--- src/include/tmr01_consts.svh ---
`ifndef TMR01_CONSTS_SVH
`define TMR01_CONSTS_SVH
// ==========================================================
// Register indices on APB; the byte address is four times the index
`define IDX_CTL 8'h88
`define IDX_MODE 8'h89
`define IDX_LO0 8'h8a
`define IDX_LO1 8'h8b
`define IDX_HI0 8'h8c
`define IDX_HI1 8'h8d
`define IDX_IRQ_STAT 8'h90
`define IDX_IRQ_MASK 8'h91
`define IDX_ACK 8'h92
// ==========================================================
// Control register fields
`define CTL_OVF1 7
`define CTL_RUN1 6
`define CTL_OVF0 5
`define CTL_RUN0 4
// Mode register nibble fields
`define MODE_GATE 3
`define MODE_SRC 2
`define MODE_HI 1
`define MODE_LO 0
`define MODE_RESET 8'h00
`define CTL_RESET 8'h00
// ==========================================================
// Machine cycle length in system clocks
`define MCYC_CLKS 12
`define PRESC_TOP 5'h1f
`define BYTE_TOP 8'hff
`endif

--- src/include/tmr01_pkg.sv ---
package tmr01_pkg;
  typedef enum logic [1:0] {
    MODE_PRESC13, MODE_CNT16, MODE_RELOAD8, MODE_SPLIT
  } tmode_e;
endpackage : tmr01_pkg

--- src/verilog/tmr01.sv ---
// Decided for this implementation: the APB register port.
`timescale 1ns/1ps
`include "tmr01_consts.svh"
// Contract
// - Gate bit set: count only while run bit set and qualify pin high.
// - Source bit set counts external pin edges, else internal cycles.
// - Mode bits: 00 13-bit, 01 16-bit, 10 8-bit reload, 11 split.
// - Mode 0 counts in 13 bits; rollover to zero sets overflow flag.
// - Mode 0 uses high byte plus low five bits; top three undefined.
// - Setting the run bit does not clear the count registers.
// - Gate bit of unit 1 at mode bit 7, unit 0 at bit 3.
// - Mode 1 is a full 16-bit counter setting overflow on rollover.
// - Mode 2: low byte overflow sets flag, reloads from high byte.
// - Unit 1 in mode 3 holds its count as if run bit cleared.
// - Split mode: unit 0 low byte uses unit 0 controls and flag.
// - Split: unit 0 high byte counts cycles, uses unit 1 run/flag.
// - Unit 1 runs outside mode 3, halts in it; rollover still seen.
// - Overflow flag is an interrupt request source for its unit.
// - Timer function advances once per machine cycle of 12 clocks.
// - Count pin sampled per machine cycle; high then low counts.
// - Overflow flag cleared by hardware on interrupt vectoring.
// - Control reg: bit7 ovf1, bit6 run1, bit5 ovf0, bit4 run0.
module tmr01 #(
  parameter int MCYC = `MCYC_CLKS
) (
  input wire logic pclk,
  input wire logic presetn,
  input wire logic psel,
  input wire logic penable,
  input wire logic pwrite,
  input wire logic [11:0] paddr,
  input wire logic [31:0] pwdata,
  output logic [31:0] prdata,
  output logic pready,
  output logic pslverr,
  input wire logic count_pin_unit0,
  input wire logic count_pin_unit1,
  input wire logic qualify_pin_unit0,
  input wire logic qualify_pin_unit1,
  input wire logic vector_ack_unit0,
  input wire logic vector_ack_unit1,
  output logic overflow_irq_unit0,
  output logic overflow_irq_unit1,
  output logic irq,
  output logic baud_tick_unit1
);
  import tmr01_pkg::*;

  // ==========================================================
  // Pin synchronisers
  logic [3:0] pin_s1_r;
  logic [3:0] pin_s2_r;
  always_ff @(posedge pclk or negedge presetn) begin
    if (!presetn) begin
      pin_s1_r <= 4'h0;
      pin_s2_r <= 4'h0;
    end else begin
      pin_s1_r <= {qualify_pin_unit1, qualify_pin_unit0,
                   count_pin_unit1, count_pin_unit0};
      pin_s2_r <= pin_s1_r;
    end
  end

  // ==========================================================
  // Machine cycle timing
  logic [7:0] mcyc_r;
  logic mtick;
  assign mtick = (mcyc_r == 8'(MCYC - 1));
  always_ff @(posedge pclk or negedge presetn) begin
    if (!presetn) begin
      mcyc_r <= 8'h00;
    end else if (mtick) begin
      mcyc_r <= 8'h00;
    end else begin
      mcyc_r <= mcyc_r + 8'h01;
    end
  end

  // Samples of the count pins once per machine cycle
  logic [1:0] samp_r;
  logic [1:0] samp_prev_r;
  logic [1:0] fall;
  always_ff @(posedge pclk or negedge presetn) begin
    if (!presetn) begin
      samp_r <= 2'h0;
      samp_prev_r <= 2'h0;
    end else if (mtick) begin
      samp_r <= pin_s2_r[1:0];
      samp_prev_r <= samp_r;
    end
  end
  assign fall = samp_prev_r & ~samp_r;

  // ==========================================================
  // Registers
  logic [7:0] mode_r;
  logic [7:0] ctl_r;
  logic [7:0] lo_r [2];
  logic [7:0] hi_r [2];
  logic [1:0] stat_r;
  logic [1:0] mask_r;

  logic wr_en;
  logic [7:0] idx;
  logic mapped;
  assign idx = paddr[9:2];
  assign wr_en = psel && penable && pwrite;
  always_comb begin
    unique case (idx)
      `IDX_CTL, `IDX_MODE, `IDX_LO0, `IDX_LO1, `IDX_HI0, `IDX_HI1,
      `IDX_IRQ_STAT, `IDX_IRQ_MASK, `IDX_ACK: mapped = 1'b1;
      default: mapped = 1'b0;
    endcase
  end

  // ==========================================================
  // Count enables and next values per unit
  logic [1:0] run;
  logic [1:0] inc;
  logic hi0_inc;
  logic [7:0] lo_nxt [2];
  logic [7:0] hi_nxt [2];
  logic [1:0] ovf;
  logic ovf_hi0;
  tmode_e m0;
  tmode_e m1;
  assign m0 = tmode_e'(mode_r[1:0]);
  assign m1 = tmode_e'(mode_r[5:4]);

  genvar g;
  generate
    for (g = 0; g < 2; g++) begin : g_unit
      logic gate;
      logic src;
      logic qual;
      logic runb;
      tmode_e md;
      assign gate = mode_r[4*g + `MODE_GATE];
      assign src = mode_r[4*g + `MODE_SRC];
      assign md = tmode_e'(mode_r[4*g+1 -: 2]);
      assign qual = pin_s2_r[2+g];
      // Split unit 0 takes run bit 1; unit 1 then runs on its mode alone
      assign runb = (g == 1 && m0 == MODE_SPLIT)
                    || ctl_r[g ? `CTL_RUN1 : `CTL_RUN0];
      // Unit 1 in split mode holds count
      assign run[g] = runb && (!gate || qual)
                      && !(g == 1 && md == MODE_SPLIT);
      // The sample pair stands a whole machine cycle, so count it once
      assign inc[g] = run[g] && mtick && (!src || fall[g]);
      always_comb begin
        lo_nxt[g] = lo_r[g];
        hi_nxt[g] = hi_r[g];
        ovf[g] = 1'b0;
        if (inc[g]) begin
          unique case (md)
            MODE_PRESC13: begin
              lo_nxt[g] = {lo_r[g][7:5], lo_r[g][4:0] + 5'h01};
              if (lo_r[g][4:0] == `PRESC_TOP) begin
                hi_nxt[g] = hi_r[g] + 8'h01;
                ovf[g] = (hi_r[g] == `BYTE_TOP);
              end
            end
            MODE_CNT16: begin
              lo_nxt[g] = lo_r[g] + 8'h01;
              if (lo_r[g] == `BYTE_TOP) begin
                hi_nxt[g] = hi_r[g] + 8'h01;
                ovf[g] = (hi_r[g] == `BYTE_TOP);
              end
            end
            MODE_RELOAD8: begin
              if (lo_r[g] == `BYTE_TOP) begin
                lo_nxt[g] = hi_r[g];
                ovf[g] = 1'b1;
              end else begin
                lo_nxt[g] = lo_r[g] + 8'h01;
              end
            end
            MODE_SPLIT: begin
              lo_nxt[g] = lo_r[g] + 8'h01;
              ovf[g] = (lo_r[g] == `BYTE_TOP);
            end
          endcase
        end
      end
    end
  endgenerate

  // Split mode: unit 0 high byte is a cycle timer on unit 1 run bit
  assign hi0_inc = (m0 == MODE_SPLIT) && ctl_r[`CTL_RUN1] && mtick;
  assign ovf_hi0 = hi0_inc && (hi_r[0] == `BYTE_TOP);

  // Overflow events routed to flags
  logic ev0;
  logic ev1;
  logic unit1_roll;
  assign ev0 = ovf[0];
  assign unit1_roll = ovf[1];
  assign ev1 = (m0 == MODE_SPLIT) ? ovf_hi0 : unit1_roll;

  // ==========================================================
  // Count registers; software write loses to nothing, count resumes
  always_ff @(posedge pclk or negedge presetn) begin
    if (!presetn) begin
      lo_r[0] <= 8'h00;
      lo_r[1] <= 8'h00;
      hi_r[0] <= 8'h00;
      hi_r[1] <= 8'h00;
    end else begin
      lo_r[1] <= (wr_en && idx == `IDX_LO1) ? pwdata[7:0] : lo_nxt[1];
      hi_r[1] <= (wr_en && idx == `IDX_HI1) ? pwdata[7:0] : hi_nxt[1];
      lo_r[0] <= (wr_en && idx == `IDX_LO0) ? pwdata[7:0] : lo_nxt[0];
      if (wr_en && idx == `IDX_HI0) begin
        hi_r[0] <= pwdata[7:0];
      end else if (hi0_inc) begin
        hi_r[0] <= hi_r[0] + 8'h01;
      end else begin
        hi_r[0] <= hi_nxt[0];
      end
    end
  end

  always_ff @(posedge pclk or negedge presetn) begin
    if (!presetn) begin
      mode_r <= `MODE_RESET;
    end else if (wr_en && idx == `IDX_MODE) begin
      mode_r <= pwdata[7:0];
    end
  end

  // Run bits written directly; counts untouched by them
  always_ff @(posedge pclk or negedge presetn) begin
    if (!presetn) begin
      ctl_r <= `CTL_RESET;
    end else begin
      if (wr_en && idx == `IDX_CTL) begin
        ctl_r <= pwdata[7:0];
      end
      if (vector_ack_unit0) begin
        ctl_r[`CTL_OVF0] <= 1'b0;
      end
      if (vector_ack_unit1) begin
        ctl_r[`CTL_OVF1] <= 1'b0;
      end
      // Set wins over any clear in the same cycle
      if (ev0) begin
        ctl_r[`CTL_OVF0] <= 1'b1;
      end
      if (ev1) begin
        ctl_r[`CTL_OVF1] <= 1'b1;
      end
    end
  end

  // ==========================================================
  // Sticky interrupt status, write one to clear
  always_ff @(posedge pclk or negedge presetn) begin
    if (!presetn) begin
      stat_r <= 2'h0;
      mask_r <= 2'h0;
    end else begin
      if (wr_en && idx == `IDX_IRQ_MASK) begin
        mask_r <= pwdata[1:0];
      end
      stat_r <= (stat_r & ~((wr_en && idx == `IDX_IRQ_STAT) ?
                 pwdata[1:0] : 2'h0)) | {ev1, ev0};
    end
  end

  // ==========================================================
  // Outputs and APB read path; zero wait states
  always_ff @(posedge pclk or negedge presetn) begin
    if (!presetn) begin
      overflow_irq_unit0 <= 1'b0;
      overflow_irq_unit1 <= 1'b0;
      irq <= 1'b0;
      baud_tick_unit1 <= 1'b0;
    end else begin
      overflow_irq_unit0 <= ctl_r[`CTL_OVF0];
      overflow_irq_unit1 <= ctl_r[`CTL_OVF1];
      irq <= |(stat_r & mask_r);
      // Baud source stays usable in split mode, no flag needed
      baud_tick_unit1 <= unit1_roll;
    end
  end

  always_ff @(posedge pclk or negedge presetn) begin
    if (!presetn) begin
      prdata <= 32'h0;
      pready <= 1'b0;
      pslverr <= 1'b0;
    end else begin
      pready <= psel && !penable;
      pslverr <= psel && !penable && !mapped;
      prdata <= 32'h0;
      if (psel && !penable && !pwrite) begin
        unique case (idx)
          `IDX_CTL: prdata <= {24'h0, ctl_r};
          `IDX_MODE: prdata <= {24'h0, mode_r};
          `IDX_LO0: prdata <= {24'h0, lo_r[0]};
          `IDX_LO1: prdata <= {24'h0, lo_r[1]};
          `IDX_HI0: prdata <= {24'h0, hi_r[0]};
          `IDX_HI1: prdata <= {24'h0, hi_r[1]};
          `IDX_IRQ_STAT: prdata <= {30'h0, stat_r};
          `IDX_IRQ_MASK: prdata <= {30'h0, mask_r};
          default: prdata <= 32'h0;
        endcase
      end
    end
  end
endmodule : tmr01
--- config.mk ---
export PLATFORM = sky130hd
export DESIGN_NAME = tmr01
export DESIGN_NICKNAME = d
export VERILOG_FILES = /design/src/include/tmr01_pkg.sv /design/src/verilog/tmr01.sv
export VERILOG_INCLUDE_DIRS = /design/src /design/src/include
export SDC_FILE = /design/constraint.sdc
export NUM_CORES = 1
export LEC_CHECK = 0
export BUFFER_PORTS_ARGS = -buffer_cell sky130_fd_sc_hd__buf_2
export CORE_MARGIN = 5
export CORE_UTILIZATION = 48
export CTS_CLUSTER_SIZE = 30
export DETAILED_ROUTE_END_ITERATION = 8
export PLACE_DENSITY_LB_ADDON = 0.15
export REMOVE_ABC_BUFFERS = 1
export SETUP_SLACK_MARGIN = 0.1
export SYNTH_ARGS = -nofsm -noshare
export SYNTH_HDL_FRONTEND = slang
export SYNTH_SLANG_ARGS = --single-unit
--- constraint.sdc ---
create_clock -name pclk -period 2.85 [get_ports pclk]
set_input_delay 0.1425 -clock pclk [delete_from_list [all_inputs] [get_ports pclk]]
set_output_delay 0.1425 -clock pclk [all_outputs]
set_load 0.02 [all_outputs]
### Word-level counts from Yosys, hierarchy flattened

Index checks and enable logic that the tools add are counted.
W data, S select, Z words.

* add/sub/neg operators: 7
* eq/ne operators: 28
* multiplexer cells: 40
* bitwise gates (word level): 6
* reduce and logical (&&, ||, !) cells: 54

Operators by type and width (count)
* $mux W8: 17
* $eq A8 B8 Y1 const B: 13
* $pmux W8 S8: 1
* $pmux W8 S3: 2
* $add A8 B1 Y8 const B: 5
* $mux W32: 1
* $pmux W8 S2: 2
* $logic_and A1 B1 Y1: 23
* $mux W1: 14
* $reduce_bool A3 Y1: 4
* $add A5 B1 Y5 const B: 2
* $eq A5 B5 Y1 const B: 2
* $reduce_or A9 Y1: 1
* $eq A2 B2 Y1 const B: 4
* $eq A8 B4 Y1 const B: 1
* $logic_not A1 Y1: 8
* $ne A4 B4 Y1 const B: 2
* $pmux W1 S4: 2
* $reduce_and A4 Y1: 2
* $and A2 B2 Y2: 3
* $ne A3 B3 Y1 const B: 2
* $reduce_bool A2 Y1: 3
* $reduce_or A2 Y1: 3
* $logic_or A1 B1 Y1: 5
* 8 further kinds: 13

* register bits after elaboration: 110
* input port bits: 55
* output and inout port bits: 38
* word-level logic and storage cells: 159

### Longest topological paths before layout

* depth after elaboration: 9
* mapped depth: 11
* mapped depth without buffers: 10

### Worst setup path after synthesis

Ideal clock, no wire load.

* path type: register to register
* start: reg mcyc_r[4]
* end: reg lo_r[14] (netlist bit)
* library setup time: 0.123 ns
* arrival: 1.974 ns
* required time: 2.727 ns
* path slack: 0.752 ns
* stages on the path, launching flop included: 8
* buffers on the path: 1
* period minus slack after synthesis: 2.098 ns
* cell sequence: dfrtp_1 -> or4_4 -> nor3_4 -> buf_4 -> nand3_4 -> nor3_2 -> mux2i_1 -> o21ai_1

* longest elaborated chain between the ends: 5

RTL lines
* start: declaration: line tmr01.sv:66 `logic [7:0] mcyc_r;`
* start signal: assignment: line tmr01.sv:75 `mcyc_r <= mcyc_r + 8'h01;`
* $eq A8 B4 Y1: line tmr01.sv:68 `assign mtick = (mcyc_r == 8'(MCYC - 1));`
* $logic_and A1 B1 Y1 (2 in a row): line tmr01.sv:149 `assign inc[g] = run[g] && mtick && (!src || fall[g]);`
* $reduce_bool A2 Y1 (no source line)
* $reduce_and A2 Y1 (no source line)
* end: declaration: line tmr01.sv:98 `logic [7:0] lo_r [2];`

No other way between the ends.
A chain may end at the register's enable or synchronous reset.

### Worst setup path in the final report

* start: reg mcyc_r[4]
* end: reg lo_r[5] (netlist bit)

The elaborated chain is that of the path after synthesis.

==> impl_metrics.py <==
metrics = {
    "setup_path": {
        "cp_common_cell": "o21ai_0",
        "crit_chain": "or4_4 > nor3_4 > and2_0 > o21ai_0 > a211oi_1 > o21ai_0",
        "endpoint_kind": "flop",
        "crit_path_start": "mcyc_r[4]$_DFF_PN0_",
        "slowest_stage": "or4_4",
        "crit_type": "reg2reg",
        "path_max_fanout": 7,
        "reg2reg_from": "mcyc_r[4]$_DFF_PN0_",
        "required_ps": 3100,
        "start_kind": "flop",
        "slowest_delay_ps": 580,
        "critPathArrivalTime_ps": 2760,
    },
    "clock_network": {
        "holdBufCountCts": 7,
        "clock-sinks": 86,
        "numCtsBuffers": 9,
        "htreeDepth": 3,
        "cts_root_buf": "clkbuf_8",
        "post_cts_resized": 0,
        "clockBufferDepth": 2,
        "clk_latency_ps": 370,
        "path_clk_slew_ps": 90,
        "cts_tree": "built",
        "cts_setup_buffers": 0,
    },
    "final_layout": {
        "syn_to_final_growth_pct": 10.9,
        "fin_cells": 670,
        "num_antenna_cells": 0,
        "drive_above_1_share_pct": 21.2,
        "final_area_mm2": 0.00538,
        "register_area_mm2": 0.00215,
        "multi_input_area_mm2": 0.00249,
        "layout.nets": 594,
        "fillers": 875,
    },
    "routing": {
        "vias": 3806,
        "via_per_inst": 5.68,
        "dr.pass1.iters": 5,
        "routedWlPerCell_um": 17.7,
        "routed_wl_um": 11800,
        "ant_nets": 0,
        "drtIter0Drc": 218,
        "drc": 0,
    },
    "power": {
        "internal_power_mw": 1.83,
        "netSwitchingFraction_pct": 27.6,
        "power.leakage_nw": 2.30,
        "seq_power_share_pct": 51.6,
        "fin_total_pwr_mw": 2.53,
        "ir_drop_uv": 293,
        "p_sw_mw": 0.698,
        "pwr-share-comb_pct": 12.9,
        "power.share.clock_pct": 35.4,
        "power_density_mw_per_mm2": 470,
    },
    "sta": {
        "max_freq_mhz": 397,
        "period_minus_slack_ps": 2520,
        "hold_viol_final": 48,
        "finClkSkew_ps": 8.64,
        "finalMaxSlewViolations": 0,
        "rsz0062_at_grt": "false",
        "hold_ws_ps": -60.0,
        "tightest_slew_ps": 1070,
        "layout_worst_path_cycle_share_pct": 88.3,
        "setup_viol": 0,
        "worst_slew_margin_rel_pct": 28.7,
        "timing.final.ws_setup_ps": 333,
        "tns_ps": 0,
    },
    "logic_synthesis": {
        "synth_cell_types": 63,
        "ys_seq_elements": 86,
        "synth_top_area_share_pct": 44.4,
        "yosysWarnings": 0,
        "syn-cell-area_mm2": 0.00485,
        "yosys.area.top_type": "dfrtp_1",
        "syn_area_per_cell_um2": 9.95,
        "synth_edf_count": 0,
        "synth_ff_type": "dfrtp_1",
        "yosysSeqAreaShare_pct": 44.4,
        "synth_area_leaders": "dfrtp_1 (44%), mux2_2 (6.3%), nand2_1 (4.0%), buf_4 (3.9%), mux2i_1 (3.3%)",
        "synthArstFlopShare_pct": 100,
        "syn_inst": 487,
    },
    "floorplan": {
        "initial_core_util_pct": 49.4,
        "die_area_mm2": 0.0122,
        "coreArea_mm2": 0.00982,
        "die_w_um": 110,
        "die_y_um": 110,
        "ios": 93,
        "rows": 36,
    },
    "placed_design": {
        "portBuffers": 40,
        "dp.cells": 647,
        "gp_congestion": 0.889,
        "placed_cell_area_mm2": 0.00510,
        "place_hpwl_um": 8560,
        "dpl_worst_slack_ps": 375,
    },
    "flow_run": {
        "cap_violations": 0,
    },
    "global_route": {
        "grt_pass1_wl_um": 19100,
        "grt_max_degree": 87,
        "track_usage_pct": 19.7,
        "antenna_found_initial": 0,
        "grt_pass1_vias": 3615,
        "grt-ovfl-total": 0,
    },
    "status": {
        "failed_checks": "hold timing",
        "outcome": "finished, violations left",
    },
    "hold_path": {
        "hp-class": "in2async",
    },
}
## cell families after synthesis
group                    Yosys count  synth area share (%)
XOR/XNOR                          25                  4.52
other                              1                0.0774
multiplexers                      43                  9.58
adder cells (fa/ha/maj)            7                  1.81
AND/OR/NAND/NOR                  169                  19.3
flip-flops                        86                  44.4
buffers and inverters             51                  6.07
AO/OA/AOI/OAI                    105                  14.3
## cell usage after synthesis (4+ instances only)
cell and number:
xnor2_1 13, a221oi_1 6, ha_1 7, mux2i_1 16, o21ai_2 4, a21oi_1 23
nor2_1 35, o21ai_1 7, buf_4 25, nand4_1 10, mux2_2 27, nand2b_1 4
and2_1 5, inv_1 6, nand3_1 16, clkbuf_1 12, buf_2 7, xor2_1 12
dfrtp_1 86, a22oi_1 16, nand2_1 52, nor2b_1 6, o21ai_0 28, and3_1 13
## cell usage in the layout, fill, tap and decap left out, types with 2 or more instances in the layout
cell type      count
o32ai_1            2
nor4_2             2
a211oi_1           2
nand3_1           16
mux2_2            27
o21ai_0           28
nor3_1             3
nand4_1           10
a22oi_1           16
dfrtp_1           86
xor2_1            12
and4_1             2
buf_4             10
o21ai_2            4
nor3b_2            3
a22o_1             2
xnor2_1           13
nor2b_1            6
clkinv_2           2
and3_1            13
inv_1              6
nand2b_1           4
o21ai_1            7
or2_2              2
clkbuf_8          11
a221oi_1           6
ha_1               7
a41oi_1            3
nor2_1            35
a21oi_1           23
conb_1            24
nand2_1           52
mux2i_1           16
buf_2             39
and2_1             5
dlygate4sd3_1      7
## flip-flops by register name, indices dropped and copies added, names as in the netlist
| name | count |
|---|---|
| overflow_irq_unit0 | 1 |
| mask_r | 2 |
| pslverr | 1 |
| ctl_r | 8 |
| hi_r | 16 |
| samp_prev_r | 2 |
| mcyc_r | 8 |
| pin_s2_r | 4 |
| stat_r | 2 |
| baud_tick_unit1 | 1 |
| samp_r | 2 |
| pin_s1_r | 4 |
| prdata | 8 |
| irq | 1 |
| lo_r | 16 |
| pready | 1 |
| overflow_irq_unit1 | 1 |
| mode_r | 8 |
## metrics by stage
step	util, %	hold slack (ps)
global placement	51.9	251
finish	54.7	-60.0
CTS	54.7	9.34
floorplan	-	-153
detailed placement	51.9	252
global route	54.7	62.0
## routing by layer
layer | vias up | wire length (µm) | share of wire [%] | GRT usage, %
li1 | 1782 | - | - | -
met1 | 1845 | 5250 | 44 | 26.5
met2 | 147 | 5400 | 46 | 30.6
met3 | 32 | 789 | 6.7 | 4.49
met4 | 0 | 392 | 3.3 | 8.13
met5 | - | 0 | 0 | 0
## path summary, 6_finish.rpt
check | slack (ps) | cells past startpoint | endpoint
max in group asynchronous | 2200 | 1 | prdata[4]$_DFF_PN0_
worst min register to register | 350 | 0 | pin_s2_r[2]$_DFF_PN0_
min in group pclk | 70 | 2 | pready$_DFF_PN0_
worst max register to register | 330 | 6 | lo_r[5]$_DFFE_PN0P_
worst max-delay path | 330 | 6 | lo_r[5]$_DFFE_PN0P_
worst min-delay path | -60 | 1 | hi_r[7]$_DFFE_PN0P_
## power by group through the flow
stage | Sequential [mW] | Clock, mW | Combinational, mW
after global routing | 1.31 | 0.963 | 0.372
after CTS | 1.30 | 0.926 | 0.328
final | 1.31 | 0.895 | 0.327
after global placement | 1.33 | 0 | 0.317
after floorplan | 1.31 | 0 | 0.213
after detailed placement | 1.33 | 0 | 0.320
## layout make-up
cell class                 count  share of cell area (%)
clock inverter                 5                    1.05
timing repair buffer          56                    6.33
inverter                       6                   0.419
multi-input combinational    373                    46.3
clock buffer                  11                    2.82
sequential                    86                    40.0
tap                          133                    3.10
## worst max-delay path: cells and delay by family, from the launching register on
kind | cells | cell delay (ps)
AO/OA/AOI/OAI | 3 | 570
flip-flops | 1 | 410
AND/OR/NAND/NOR | 3 | 1410
Power figures use the tool's default switching activity.
